### config.mk
export PLATFORM = sky130hd
export DESIGN_NAME = messaging_requester
export DESIGN_NICKNAME = d
export VERILOG_FILES = /design/src/msg_pkg.sv /design/src/apb_word_master.sv /design/src/messaging_requester.sv
export SDC_FILE = /design/constraint.sdc
export NUM_CORES = 1
export LEC_CHECK = 0
export BUFFER_PORTS_ARGS = -buffer_cell sky130_fd_sc_hd__buf_2
export CORE_ASPECT_RATIO = 1.5
export CORE_MARGIN = 5
export CORE_UTILIZATION = 58
export DETAILED_ROUTE_END_ITERATION = 8
export GPL_ROUTABILITY_DRIVEN = 1
export HOLD_SLACK_MARGIN = 0.02
export PLACE_DENSITY = 0.83
export SLEW_MARGIN = 20
export SYNTH_ARGS = -nofsm -noshare
export SYNTH_HDL_FRONTEND = slang
export SYNTH_SLANG_ARGS = --single-unit
### constraint.sdc
create_clock -name clock -period 3.2 [get_ports clock]
set_input_delay 0.96 -clock clock [delete_from_list [all_inputs] [get_ports clock]]
set_output_delay 0.96 -clock clock [all_outputs]
set_load 0.005 [all_outputs]
### src/msg_pkg.sv
// Constants used by the messaging requester; its bus master engine imports none of them
package msg_pkg;

	// Operation codes placed in the first control word
	localparam logic [15:0] OP_READ_WRITE  = 16'h0017;
	localparam logic [15:0] OP_SERVICE     = 16'hfff0;
	localparam logic [15:0] OP_GET_STATS   = 16'h0007;
	localparam logic [15:0] OP_CLEAR_STATS = 16'h0008;

	// Length of each parameter block in words
	localparam logic [3:0] WORDS_READ_WRITE = 4'hb;
	localparam logic [3:0] WORDS_SERVICE    = 4'h9;
	localparam logic [3:0] WORDS_STATS      = 4'h9;

	// Control word indices, counted from one
	localparam logic [3:0] W_OPERATION = 4'h1;
	localparam logic [3:0] W_EVENT     = 4'h2;
	localparam logic [3:0] W_COUNT     = 4'h3;
	localparam logic [3:0] W_START     = 4'h4;
	localparam logic [3:0] W_ROUTE     = 4'h5;
	localparam logic [3:0] W_IP_BYTE4  = 4'h6;
	localparam logic [3:0] W_IP_BYTE3  = 4'h7;
	localparam logic [3:0] W_IP_BYTE2  = 4'h8;
	localparam logic [3:0] W_IP_BYTE1  = 4'h9;
	localparam logic [3:0] W_RD_COUNT  = 4'ha;
	localparam logic [3:0] W_RD_START  = 4'hb;
	localparam logic [3:0] W_MODE      = 4'h6;
	localparam logic [3:0] W_ZERO      = 4'h7;

	// Fixed values of the service-control block
	localparam logic [15:0] SERVICE_WORD3 = 16'h0001;
	localparam logic [15:0] SERVICE_WORD7 = 16'h0000;
	localparam int          MODE_FTP_BIT  = 0;
	localparam int          MODE_HTTP_BIT = 1;

	// Event codes returned in the second control word
	localparam logic [15:0] EV_SUCCESS  = 16'h0000;
	localparam logic [15:0] EV_BUSY     = 16'h5068;
	localparam logic [15:0] EV_SAME     = 16'h4001;
	localparam logic [15:0] EV_INVALID  = 16'h2004;
	localparam logic [15:0] EV_DISABLED = 16'h5069;

	// Software register offsets on the APB slave
	localparam logic [11:0] ADDR_CTRL    = 12'h000;
	localparam logic [11:0] ADDR_ROUTE   = 12'h004;
	localparam logic [11:0] ADDR_IP      = 12'h008;
	localparam logic [11:0] ADDR_WR_SPAN = 12'h00c;
	localparam logic [11:0] ADDR_RD_SPAN = 12'h010;
	localparam logic [11:0] ADDR_SERVICE = 12'h014;
	localparam logic [11:0] ADDR_BASE    = 12'h018;
	localparam logic [11:0] ADDR_STATUS  = 12'h01c;

	// Field positions
	localparam int CTRL_GO_BIT     = 16;
	localparam int ST_BUSY         = 0;
	localparam int ST_DONE         = 1;
	localparam int ST_BAD_OP       = 2;
	localparam int ST_BUS_ERR      = 3;
	localparam int ST_SUCCESS      = 4;
	localparam int ST_DEV_BUSY     = 5;
	localparam int ST_SAME         = 6;
	localparam int ST_INVALID      = 7;
	localparam int ST_DISABLED     = 8;
	localparam int ST_EVENT_LSB    = 16;

	// Reset values
	localparam logic [31:0] RST_WORD32 = 32'h0000_0000;
	localparam logic [15:0] RST_WORD16 = 16'h0000;
	localparam logic [15:0] RST_OP     = 16'h0017;

	// Sequencer states, one-hot
	typedef enum logic [3:0] {
		SEQ_IDLE    = 4'b0001,
		SEQ_FILL    = 4'b0010,
		SEQ_TRIGGER = 4'b0100,
		SEQ_FETCH   = 4'b1000
	} seq_state_t;

endpackage : msg_pkg

### src/apb_word_master.sv
// APB master engine that runs one word transfer per start pulse
`timescale 1ns/1ps
module apb_word_master (
	input  wire logic        clock,
	input  wire logic        rst_b,
	input  wire logic        clockEnable,
	input  wire logic        start,
	input  wire logic        writeReq,
	input  wire logic [31:0] address,
	input  wire logic [31:0] writeData,
	output logic             done,
	output logic             fault,
	output logic [31:0]      readData,
	output logic             mPsel,
	output logic             mPenable,
	output logic             mPwrite,
	output logic [31:0]      mPaddr,
	output logic [31:0]      mPwdata,
	input  wire logic [31:0] mPrdata,
	input  wire logic        mPready,
	input  wire logic        mPslverr
);

	typedef struct packed {
		logic        psel;
		logic        penable;
		logic        pwrite;
		logic [31:0] paddr;
		logic [31:0] pwdata;
		logic [31:0] rdata;
		logic        done;
		logic        fault;
	} master_state_t;

	master_state_t r;
	master_state_t next_r;

	// Setup, then access held until the slave answers; no cycle count assumed
	always_comb begin
		next_r      = r;
		next_r.done = 1'b0;
		if (r.psel && r.penable) begin
			if (mPready) begin
				next_r.psel    = 1'b0;
				next_r.penable = 1'b0;
				next_r.done    = 1'b1;
				next_r.fault   = mPslverr;
				next_r.rdata   = mPrdata;
			end
		end else if (r.psel) begin
			next_r.penable = 1'b1;
		end else if (start) begin
			next_r.psel   = 1'b1;
			next_r.pwrite = writeReq;
			next_r.paddr  = address;
			next_r.pwdata = writeData;
		end
	end

	// Whole state frozen while the clock enable is low
	always_ff @(posedge clock or negedge rst_b) begin
		if (!rst_b) begin
			r <= '0;
		end else if (clockEnable) begin
			r <= next_r;
		end
	end

	assign done     = r.done;
	assign fault    = r.fault;
	assign readData = r.rdata;
	assign mPsel    = r.psel;
	assign mPenable = r.penable;
	assign mPwrite  = r.pwrite;
	assign mPaddr   = r.paddr;
	assign mPwdata  = r.pwdata;

endmodule : apb_word_master

### src/messaging_requester.sv
// Requester that builds messaging control blocks in a remote module over APB
// How it works
// Operation 23 is the combined write-then-read, using eleven control words.
// Word three carries the count of words written to the remote slave.
// Word four carries the first remote memory word index to write.
// Word five: upper byte module slot, lower byte transporter mapping index.
// Words six to nine carry the IP address, most significant octet first.
// Word ten carries the count of words read back.
// Word eleven carries the first remote memory word index to read.
// Device returns the event code in word two; requester only reads it.
// Operation 0xfff0 is service enable or disable, using nine words.
// Device returns 0x000 when a service state really changed.
// Device answers 0x5068 busy within two seconds of previous service call.
// Device answers 0x4001 when requested states equal current ones.
// Device answers 0x2004 for a malformed service block.
// Device answers 0x5069 for a service disabled by configuration.
// Service requests put 1 in word three.
// Service requests put 0 in word seven.
// Service word five: upper byte slot, lower byte destination identifier.
// Word six bit 0 enables file transfer, bit 1 enables web.
// Run-time service states revert to configuration on restart or download.
// A service disabled at run time stays so until re-enabled or restarted.
// Operations 7 and 8 get and clear remote statistics, nine words each.
//
// Implementation choices: the placing of the registers and register access over APB.
`timescale 1ns/1ps
module messaging_requester (
	input  wire logic        clock,
	input  wire logic        rst_b,
	input  wire logic        clockEnable,
	input  wire logic        psel,
	input  wire logic        penable,
	input  wire logic        pwrite,
	input  wire logic [11:0] paddr,
	input  wire logic [31:0] pwdata,
	output logic [31:0]      prdata,
	output logic             pready,
	output logic             pslverr,
	output logic             mPsel,
	output logic             mPenable,
	output logic             mPwrite,
	output logic [31:0]      mPaddr,
	output logic [31:0]      mPwdata,
	input  wire logic [31:0] mPrdata,
	input  wire logic        mPready,
	input  wire logic        mPslverr
);

	typedef struct packed {
		logic [15:0]         op;
		logic [15:0]         route;
		logic [31:0]         ip;
		logic [31:0]         wrSpan;
		logic [31:0]         rdSpan;
		logic [1:0]          mode;
		logic [31:0]         base;
		msg_pkg::seq_state_t seq;
		logic [3:0]          word;
		logic                issued;
		logic                done;
		logic                badOp;
		logic                busErr;
		logic [15:0]         eventCode;
		logic                pready;
		logic                pslverr;
		logic [31:0]         prdata;
	} top_state_t;

	top_state_t r;
	top_state_t next_r;

	logic        start;
	logic        writeReq;
	logic [31:0] wordAddress;
	logic [31:0] wordData;
	logic        xferDone;
	logic        xferFault;
	logic [31:0] xferData;
	logic        access;
	logic [31:0] statusWord;

	// Number of words in the block that an operation code selects
	function automatic logic [3:0] blockLength(input logic [15:0] op);
		case (op)
			// eleven words
			msg_pkg::OP_READ_WRITE:  blockLength = msg_pkg::WORDS_READ_WRITE;
			// nine words
			msg_pkg::OP_SERVICE:     blockLength = msg_pkg::WORDS_SERVICE;
			// statistics layout
			msg_pkg::OP_GET_STATS,
			msg_pkg::OP_CLEAR_STATS: blockLength = msg_pkg::WORDS_STATS;
			default:                 blockLength = 4'h0;
		endcase
	endfunction : blockLength

	// Value of control word k for the operation held in the registers
	function automatic logic [15:0] controlWord(input top_state_t s, input logic [3:0] k);
		logic svc;
		logic rw;
		svc = (s.op == msg_pkg::OP_SERVICE);
		rw  = (s.op == msg_pkg::OP_READ_WRITE);
		controlWord = msg_pkg::RST_WORD16;
		case (k)
			msg_pkg::W_OPERATION: controlWord = s.op;
			msg_pkg::W_COUNT: begin
				// service fixed one
				if (svc) begin
					controlWord = msg_pkg::SERVICE_WORD3;
				// write count
				end else if (s.op != msg_pkg::OP_CLEAR_STATS) begin
					controlWord = s.wrSpan[15:0];
				end
			end
			msg_pkg::W_START: begin
				// write start index
				if (!svc && s.op != msg_pkg::OP_CLEAR_STATS) begin
					controlWord = s.wrSpan[31:16];
				end
			end
			// slot and mapping
			// slot and destination
			msg_pkg::W_ROUTE: controlWord = s.route;
			msg_pkg::W_IP_BYTE4: begin
				// service mode bits
				if (svc) begin
					controlWord = {14'h0000, s.mode[msg_pkg::MODE_HTTP_BIT],
						s.mode[msg_pkg::MODE_FTP_BIT]};
				// most significant octet
				end else begin
					controlWord = {8'h00, s.ip[31:24]};
				end
			end
			msg_pkg::W_IP_BYTE3: begin
				// service fixed zero
				if (svc) begin
					controlWord = msg_pkg::SERVICE_WORD7;
				end else begin
					controlWord = {8'h00, s.ip[23:16]};
				end
			end
			// lower octets
			msg_pkg::W_IP_BYTE2: controlWord = svc ? 16'h0000 : {8'h00, s.ip[15:8]};
			msg_pkg::W_IP_BYTE1: controlWord = svc ? 16'h0000 : {8'h00, s.ip[7:0]};
			// read count
			msg_pkg::W_RD_COUNT: controlWord = rw ? s.rdSpan[15:0] : 16'h0000;
			// read start index
			msg_pkg::W_RD_START: controlWord = rw ? s.rdSpan[31:16] : 16'h0000;
			default:             controlWord = 16'h0000;
		endcase
	endfunction : controlWord

	// Status word; device codes decoded so software need not compare them
	always_comb begin
		statusWord = 32'h0000_0000;
		statusWord[msg_pkg::ST_BUSY]    = (r.seq != msg_pkg::SEQ_IDLE);
		statusWord[msg_pkg::ST_DONE]    = r.done;
		statusWord[msg_pkg::ST_BAD_OP]  = r.badOp;
		statusWord[msg_pkg::ST_BUS_ERR] = r.busErr;
		// success decode
		statusWord[msg_pkg::ST_SUCCESS] = r.done && (r.eventCode == msg_pkg::EV_SUCCESS);
		// busy decode
		statusWord[msg_pkg::ST_DEV_BUSY] = r.done && (r.eventCode == msg_pkg::EV_BUSY);
		// same state decode
		statusWord[msg_pkg::ST_SAME] = r.done && (r.eventCode == msg_pkg::EV_SAME);
		// invalid data decode
		statusWord[msg_pkg::ST_INVALID] = r.done && (r.eventCode == msg_pkg::EV_INVALID);
		// disabled decode
		statusWord[msg_pkg::ST_DISABLED] = r.done && (r.eventCode == msg_pkg::EV_DISABLED);
		statusWord[msg_pkg::ST_EVENT_LSB +: 16] = r.eventCode;
	end

	// Request to the bus engine: words are written except the event fetch
	assign access      = psel && penable && !r.pready;
	assign start       = (r.seq != msg_pkg::SEQ_IDLE) && !r.issued;
	assign writeReq    = (r.seq != msg_pkg::SEQ_FETCH);
	assign wordAddress = r.base + {26'h0000000, r.word, 2'b00};
	assign wordData    = {16'h0000, controlWord(r, r.word)};

	// Register slave and block sequencer
	always_comb begin
		next_r         = r;
		next_r.pready  = 1'b0;
		next_r.pslverr = 1'b0;
		next_r.prdata  = 32'h0000_0000;

		// One wait state on every slave access; settings locked while busy
		if (access) begin
			next_r.pready = 1'b1;
			case (paddr)
				msg_pkg::ADDR_CTRL: begin
					next_r.prdata = {16'h0000, r.op};
					if (pwrite && r.seq == msg_pkg::SEQ_IDLE) begin
						next_r.op = pwdata[15:0];
						if (pwdata[msg_pkg::CTRL_GO_BIT]) begin
							next_r.done   = 1'b0;
							next_r.busErr = 1'b0;
							next_r.badOp  = (blockLength(pwdata[15:0]) == 4'h0);
							if (blockLength(pwdata[15:0]) != 4'h0) begin
								// word two skipped, device owns it
								next_r.seq  = msg_pkg::SEQ_FILL;
								next_r.word = msg_pkg::W_COUNT;
							end
						end
					end
				end
				msg_pkg::ADDR_ROUTE: begin
					next_r.prdata = {16'h0000, r.route};
					if (pwrite && r.seq == msg_pkg::SEQ_IDLE) next_r.route = pwdata[15:0];
				end
				msg_pkg::ADDR_IP: begin
					next_r.prdata = r.ip;
					if (pwrite && r.seq == msg_pkg::SEQ_IDLE) next_r.ip = pwdata;
				end
				msg_pkg::ADDR_WR_SPAN: begin
					next_r.prdata = r.wrSpan;
					if (pwrite && r.seq == msg_pkg::SEQ_IDLE) next_r.wrSpan = pwdata;
				end
				msg_pkg::ADDR_RD_SPAN: begin
					next_r.prdata = r.rdSpan;
					if (pwrite && r.seq == msg_pkg::SEQ_IDLE) next_r.rdSpan = pwdata;
				end
				msg_pkg::ADDR_SERVICE: begin
					next_r.prdata = {30'h00000000, r.mode};
					if (pwrite && r.seq == msg_pkg::SEQ_IDLE) next_r.mode = pwdata[1:0];
				end
				msg_pkg::ADDR_BASE: begin
					next_r.prdata = r.base;
					if (pwrite && r.seq == msg_pkg::SEQ_IDLE) next_r.base = pwdata;
				end
				msg_pkg::ADDR_STATUS: next_r.prdata = statusWord;
				default:              next_r.pslverr = 1'b1;
			endcase
		end

		// Block sequencer: parameters, then operation word last, then event code
		if (xferDone) begin
			next_r.issued = 1'b0;
			next_r.busErr = r.busErr || xferFault;
			case (r.seq)
				msg_pkg::SEQ_FILL: begin
					if (r.word == blockLength(r.op)) begin
						// Operation word goes last so the block is whole when it fires
						next_r.seq  = msg_pkg::SEQ_TRIGGER;
						next_r.word = msg_pkg::W_OPERATION;
					end else begin
						next_r.word = r.word + 4'h1;
					end
				end
				msg_pkg::SEQ_TRIGGER: begin
					next_r.seq  = msg_pkg::SEQ_FETCH;
					next_r.word = msg_pkg::W_EVENT;
				end
				msg_pkg::SEQ_FETCH: begin
					// event code read back
					next_r.eventCode = xferData[15:0];
					next_r.done      = 1'b1;
					next_r.seq       = msg_pkg::SEQ_IDLE;
				end
				default: next_r.seq = msg_pkg::SEQ_IDLE;
			endcase
		end else if (start) begin
			next_r.issued = 1'b1;
		end
	end

	// Whole state frozen while the clock enable is low
	always_ff @(posedge clock or negedge rst_b) begin
		if (!rst_b) begin
			r           <= '0;
			r.op        <= msg_pkg::RST_OP;
			r.base      <= msg_pkg::RST_WORD32;
			r.eventCode <= msg_pkg::RST_WORD16;
			r.seq       <= msg_pkg::SEQ_IDLE;
		end else if (clockEnable) begin
			r <= next_r;
		end
	end

	apb_word_master bus (
		.clock       (clock),
		.rst_b       (rst_b),
		.clockEnable (clockEnable),
		.start       (start),
		.writeReq    (writeReq),
		.address     (wordAddress),
		.writeData   (wordData),
		.done        (xferDone),
		.fault       (xferFault),
		.readData    (xferData),
		.mPsel       (mPsel),
		.mPenable    (mPenable),
		.mPwrite     (mPwrite),
		.mPaddr      (mPaddr),
		.mPwdata     (mPwdata),
		.mPrdata     (mPrdata),
		.mPready     (mPready),
		.mPslverr    (mPslverr)
	);

	assign prdata  = r.prdata;
	assign pready  = r.pready;
	assign pslverr = r.pslverr;

endmodule : messaging_requester

==> summary.md <==
| Metric | Value |
|---|---|
| CP bufs+invs | 1 |
| Layout cell share with drive strength beyond 1 | 0.308 |
| Initial Util | 0.588 |
| Die X | between 100 and 150 microns |
| Crit Path Max Fanout | 10 |
| Most common cell after layout, fill and taps aside | dfrtp_1 |
| Synth Flop Type | dfrtp_1 |
| Crit path max-delay family | compound AO/OA/AOI/OAI gates |
| Clock tree buffer depth | 3 |
| Distinct cells, synth | between 70 and 80 |
| Vias in the first global route | 11,800 |
| Core area | 24,400 sq um |
| 1st-iter DRT viols | between 1,500 and 2,000 |
| Reg2reg setup slack | between 0.3 and 0.4 ns |
| Post-Syn Area per Cell | ~11 sq um |
| Synth area leader | dfrtp_1 |
| CTS Buf Count | 27 |
| Sequential area share after synthesis | 0.511 |
| Crit start category | flop |
| WL final | roughly 45,000 microns |
| Maximum vdd drop | between 0.0004 and 0.0005 V |
| Async S/R FF share, synth | 1.00 |
| Combinational share of power | 0.073 |
| Worst path slowest cell | ha_1 |
| Worst setup path class | reg -> reg |
| CTS tree | built |
| DP Area | 15,400 sq um |
| CP cell instances | inv_1 > ha_1 > and2_0 > a22oi_1 > o21ai_0 > a21oi_1 > o21ai_0 |
| Critical R2R Launch | r[55] |
| Switching portion of total power | 0.239 |
| Wirelength per Cell | 25.5 microns |
| GP Congestion | slightly above 1 |
| Internal power | 0.00598 W |
| Total gr overflow | 0 |
| Clk root buf | clkbuf_16 |
| Antenna violations before repair | 2 |
| Cell mode on critical path | o21ai_0 |
| Row cnt | 70 |
| Worst-margin pin slew | around 0.83 ns |
| DP HPWL | ~32,000 microns |
| Die Ht | slightly above 200 microns |
| Worst r2r dst | bus.mPwdata[6] |
| Number of synthesized flops with an enable pin | 0 |
| RSZ-0062 raised after global routing | no |
| Count of state elements after synthesis | 293 |
| Area contributors post-synth | dfrtp_1 50%, mux2_2 14%, a22oi_1 4.4% |
| Core Util, Final | 0.669 |
| Clock power frac | 0.417 |
| Most frequent cells in the layout | 288 x dfrtp_1, 177 x mux2_2, 151 x buf_2, 139 x nand2_1, 84 x a22oi_1 |
| Final setup vio count | 0 |
| GRT Total Usage | 0.311 |
| Lkg Pwr | 7.80 nW |
| DRT antenna net count | 0 |
| First-pass GRT wire length | just under 70,000 microns |
| PnR Total Power | about 0.0079 W |
| Cell area after layout | between 15,000 and 20,000 sq um |
| Fin. max-slew vios | 0 |
| I/O pins | 185 |
| Post-synthesis instance area | around 14,000 sq um |
| Final hold vios | 0 |
| CP arrival | about 3.3 ns |
| Shortest period the worst path allows | 2.80 ns |
| Layout area overhead | 13.7% |
| Worst slew margin | 0.443 |
| DRC Markers | 0 |
| # clock sinks | about 290 |
| Final WS setup | 0.395 ns |
| Sequential share of power | 0.510 |
| Worst Setup End Kind | flop |
| Post-Syn Instances | around 1,300 |
| Fillers | ~1,800 |
| Via density | about 6.7 |
| Final Net Count | around 1,500 |
| Final TNS setup | 0 ns |
| Setup crit start | r[55] |
| Psw | approximately 0.0019 W |
| Cells on worst reg2reg path | 7 |
| Post-CTS setup buffer count | 0 |
| Port buffer count | about 150 |
| Clock-pin slew on the worst setup and hold paths | roughly 0.070 ns |
| Share of Yosys cell area claimed by the top area cell type | 0.502 |
| Worst Clk Skew | ~0.021 ns |
| Final Cycle Share | 0.876 |
| Max incr delay on CP | around 0.52 ns |
| HP Class | in -> async |
| Largest net degree at the start of global routing | just under 80 |
| Clk Latency, worst-skew pair | 0.56 ns |
| CTS H-tree depth | 1 |
| Die area | 28,100 sq um |
| Hold buffers post-CTS | 0 |
| Synth warn | 0 |
| Detailed-route via count | ~12,000 |
| Status | finished clean |
| P per Cell Area | about 480 nW/um^2 |
| Max-cap violations | 0 |
| Pre-Repair DR Iteration Count | 8 |
| Cts repair resizes | 0 |
| Fmax | roughly 360 MHz |
| Dpl ws | 0.120 ns |
| Worst Path Required | 3.66 ns |
## layout make-up
| class | count | area [sq um] | share of cell area |
|---|---|---|---|
| repair buffers | 197 | 1250 | 0.0763 |
| well taps | 324 | 405 | 0.0248 |
| diodes | 3 | 7.51 | 0.000459 |
| inverters | 12 | 45.0 | 0.00276 |
| multi-input cells | 880 | 6400 | 0.392 |
| clock inverters | 8 | 105 | 0.00643 |
| flip-flops and latches | 293 | 7340 | 0.449 |
| clock buffers | 40 | 795 | 0.0486 |
## kinds of logic (layout without fill, tap and decap cells)
group           count (synthesis)  count (layout)  synth area share
simple gates                  321             321             0.109
compound gates                311             311             0.153
flops                         293             293             0.511
mux                           200             200             0.155
buf+inv                       131             257            0.0493
xor+xnor                       23              23            0.0140
fa+ha+maj                       9               9           0.00836
other cells                     1              19          0.000261
## sequential cells by signal, indices dropped and copies added (netlist names), 16 cells and up
| register | count |
|---|---|
| bus.mPaddr | 32 |
| bus.mPwdata | 16 |
| bus.readData | 16 |
| prdata | 32 |
| r | 190 |
## worst reg2reg max path, delay by kind of cell, from the launching register on
kind,cells,cell delay [ns]
compound gates,4,0.88
simple gates,1,0.53
flops,1,0.48
buf+inv,1,0.30
fa+ha+maj,1,0.53
## stage by stage
step	instances	hold slack [ns]
floorplan	1304	0.442
global placement	1706	0.455
detailed placement	1706	0.462
CTS	1754	0.431
global route	1756	0.452
finish	1757	0.375
## routing by layer
metal  up-vias  GRT usage  share of wire
met3       245     0.0549          0.090
met4         0      0.236          0.096
met1      5648      0.375           0.35
met2       815      0.499           0.46
li1       4991          -              -
met5         -          0              0
## Yosys cell counts, drive strengths merged, types with 3 or more instances
cell / count
mux2: 177
and2: 8
xor2: 12
nor3: 19
buf: 72
dfstp: 5
a31oi: 13
inv: 10
nand3: 30
o21bai: 4
clkbuf: 47
nand4: 12
a21o: 30
or3: 6
a221o: 4
and3: 14
a221oi: 15
nor2: 43
nand2b: 4
a22o: 3
nor4: 11
or2: 5
o31ai: 4
o21ai: 52
a222oi: 19
o22ai: 18
nor4b: 5
nor2b: 7
o2bb2ai: 7
nand2: 139
a21oi: 33
xnor2: 11
ha: 8
a22oi: 84
o211ai: 7
or4: 8
mux2i: 23
dfrtp: 288
## power groups by stage
stage                     clock network [W]  registers (W)  logic, W
final                               0.00328        0.00401  0.000570
after global routing                0.00344        0.00403  0.000647
after CTS                           0.00330        0.00401  0.000575
after detailed placement                  0        0.00407  0.000571
after global placement                    0        0.00406  0.000553
after floorplan                           0        0.00405  0.000268
## worst max-delay path by stage
stage                     depth (start not counted)  slack (ns)              to
after global routing                              6        0.31  bus.mPwdata[3]
after detailed placement                          7        0.12          r[182]
after CTS                                         7        0.54  bus.mPwdata[5]
after floorplan                                   5        0.47           r[67]
final                                             7        0.40  bus.mPwdata[6]
after global placement                            7        0.16          r[184]
(Power assumes the default switching activity.)
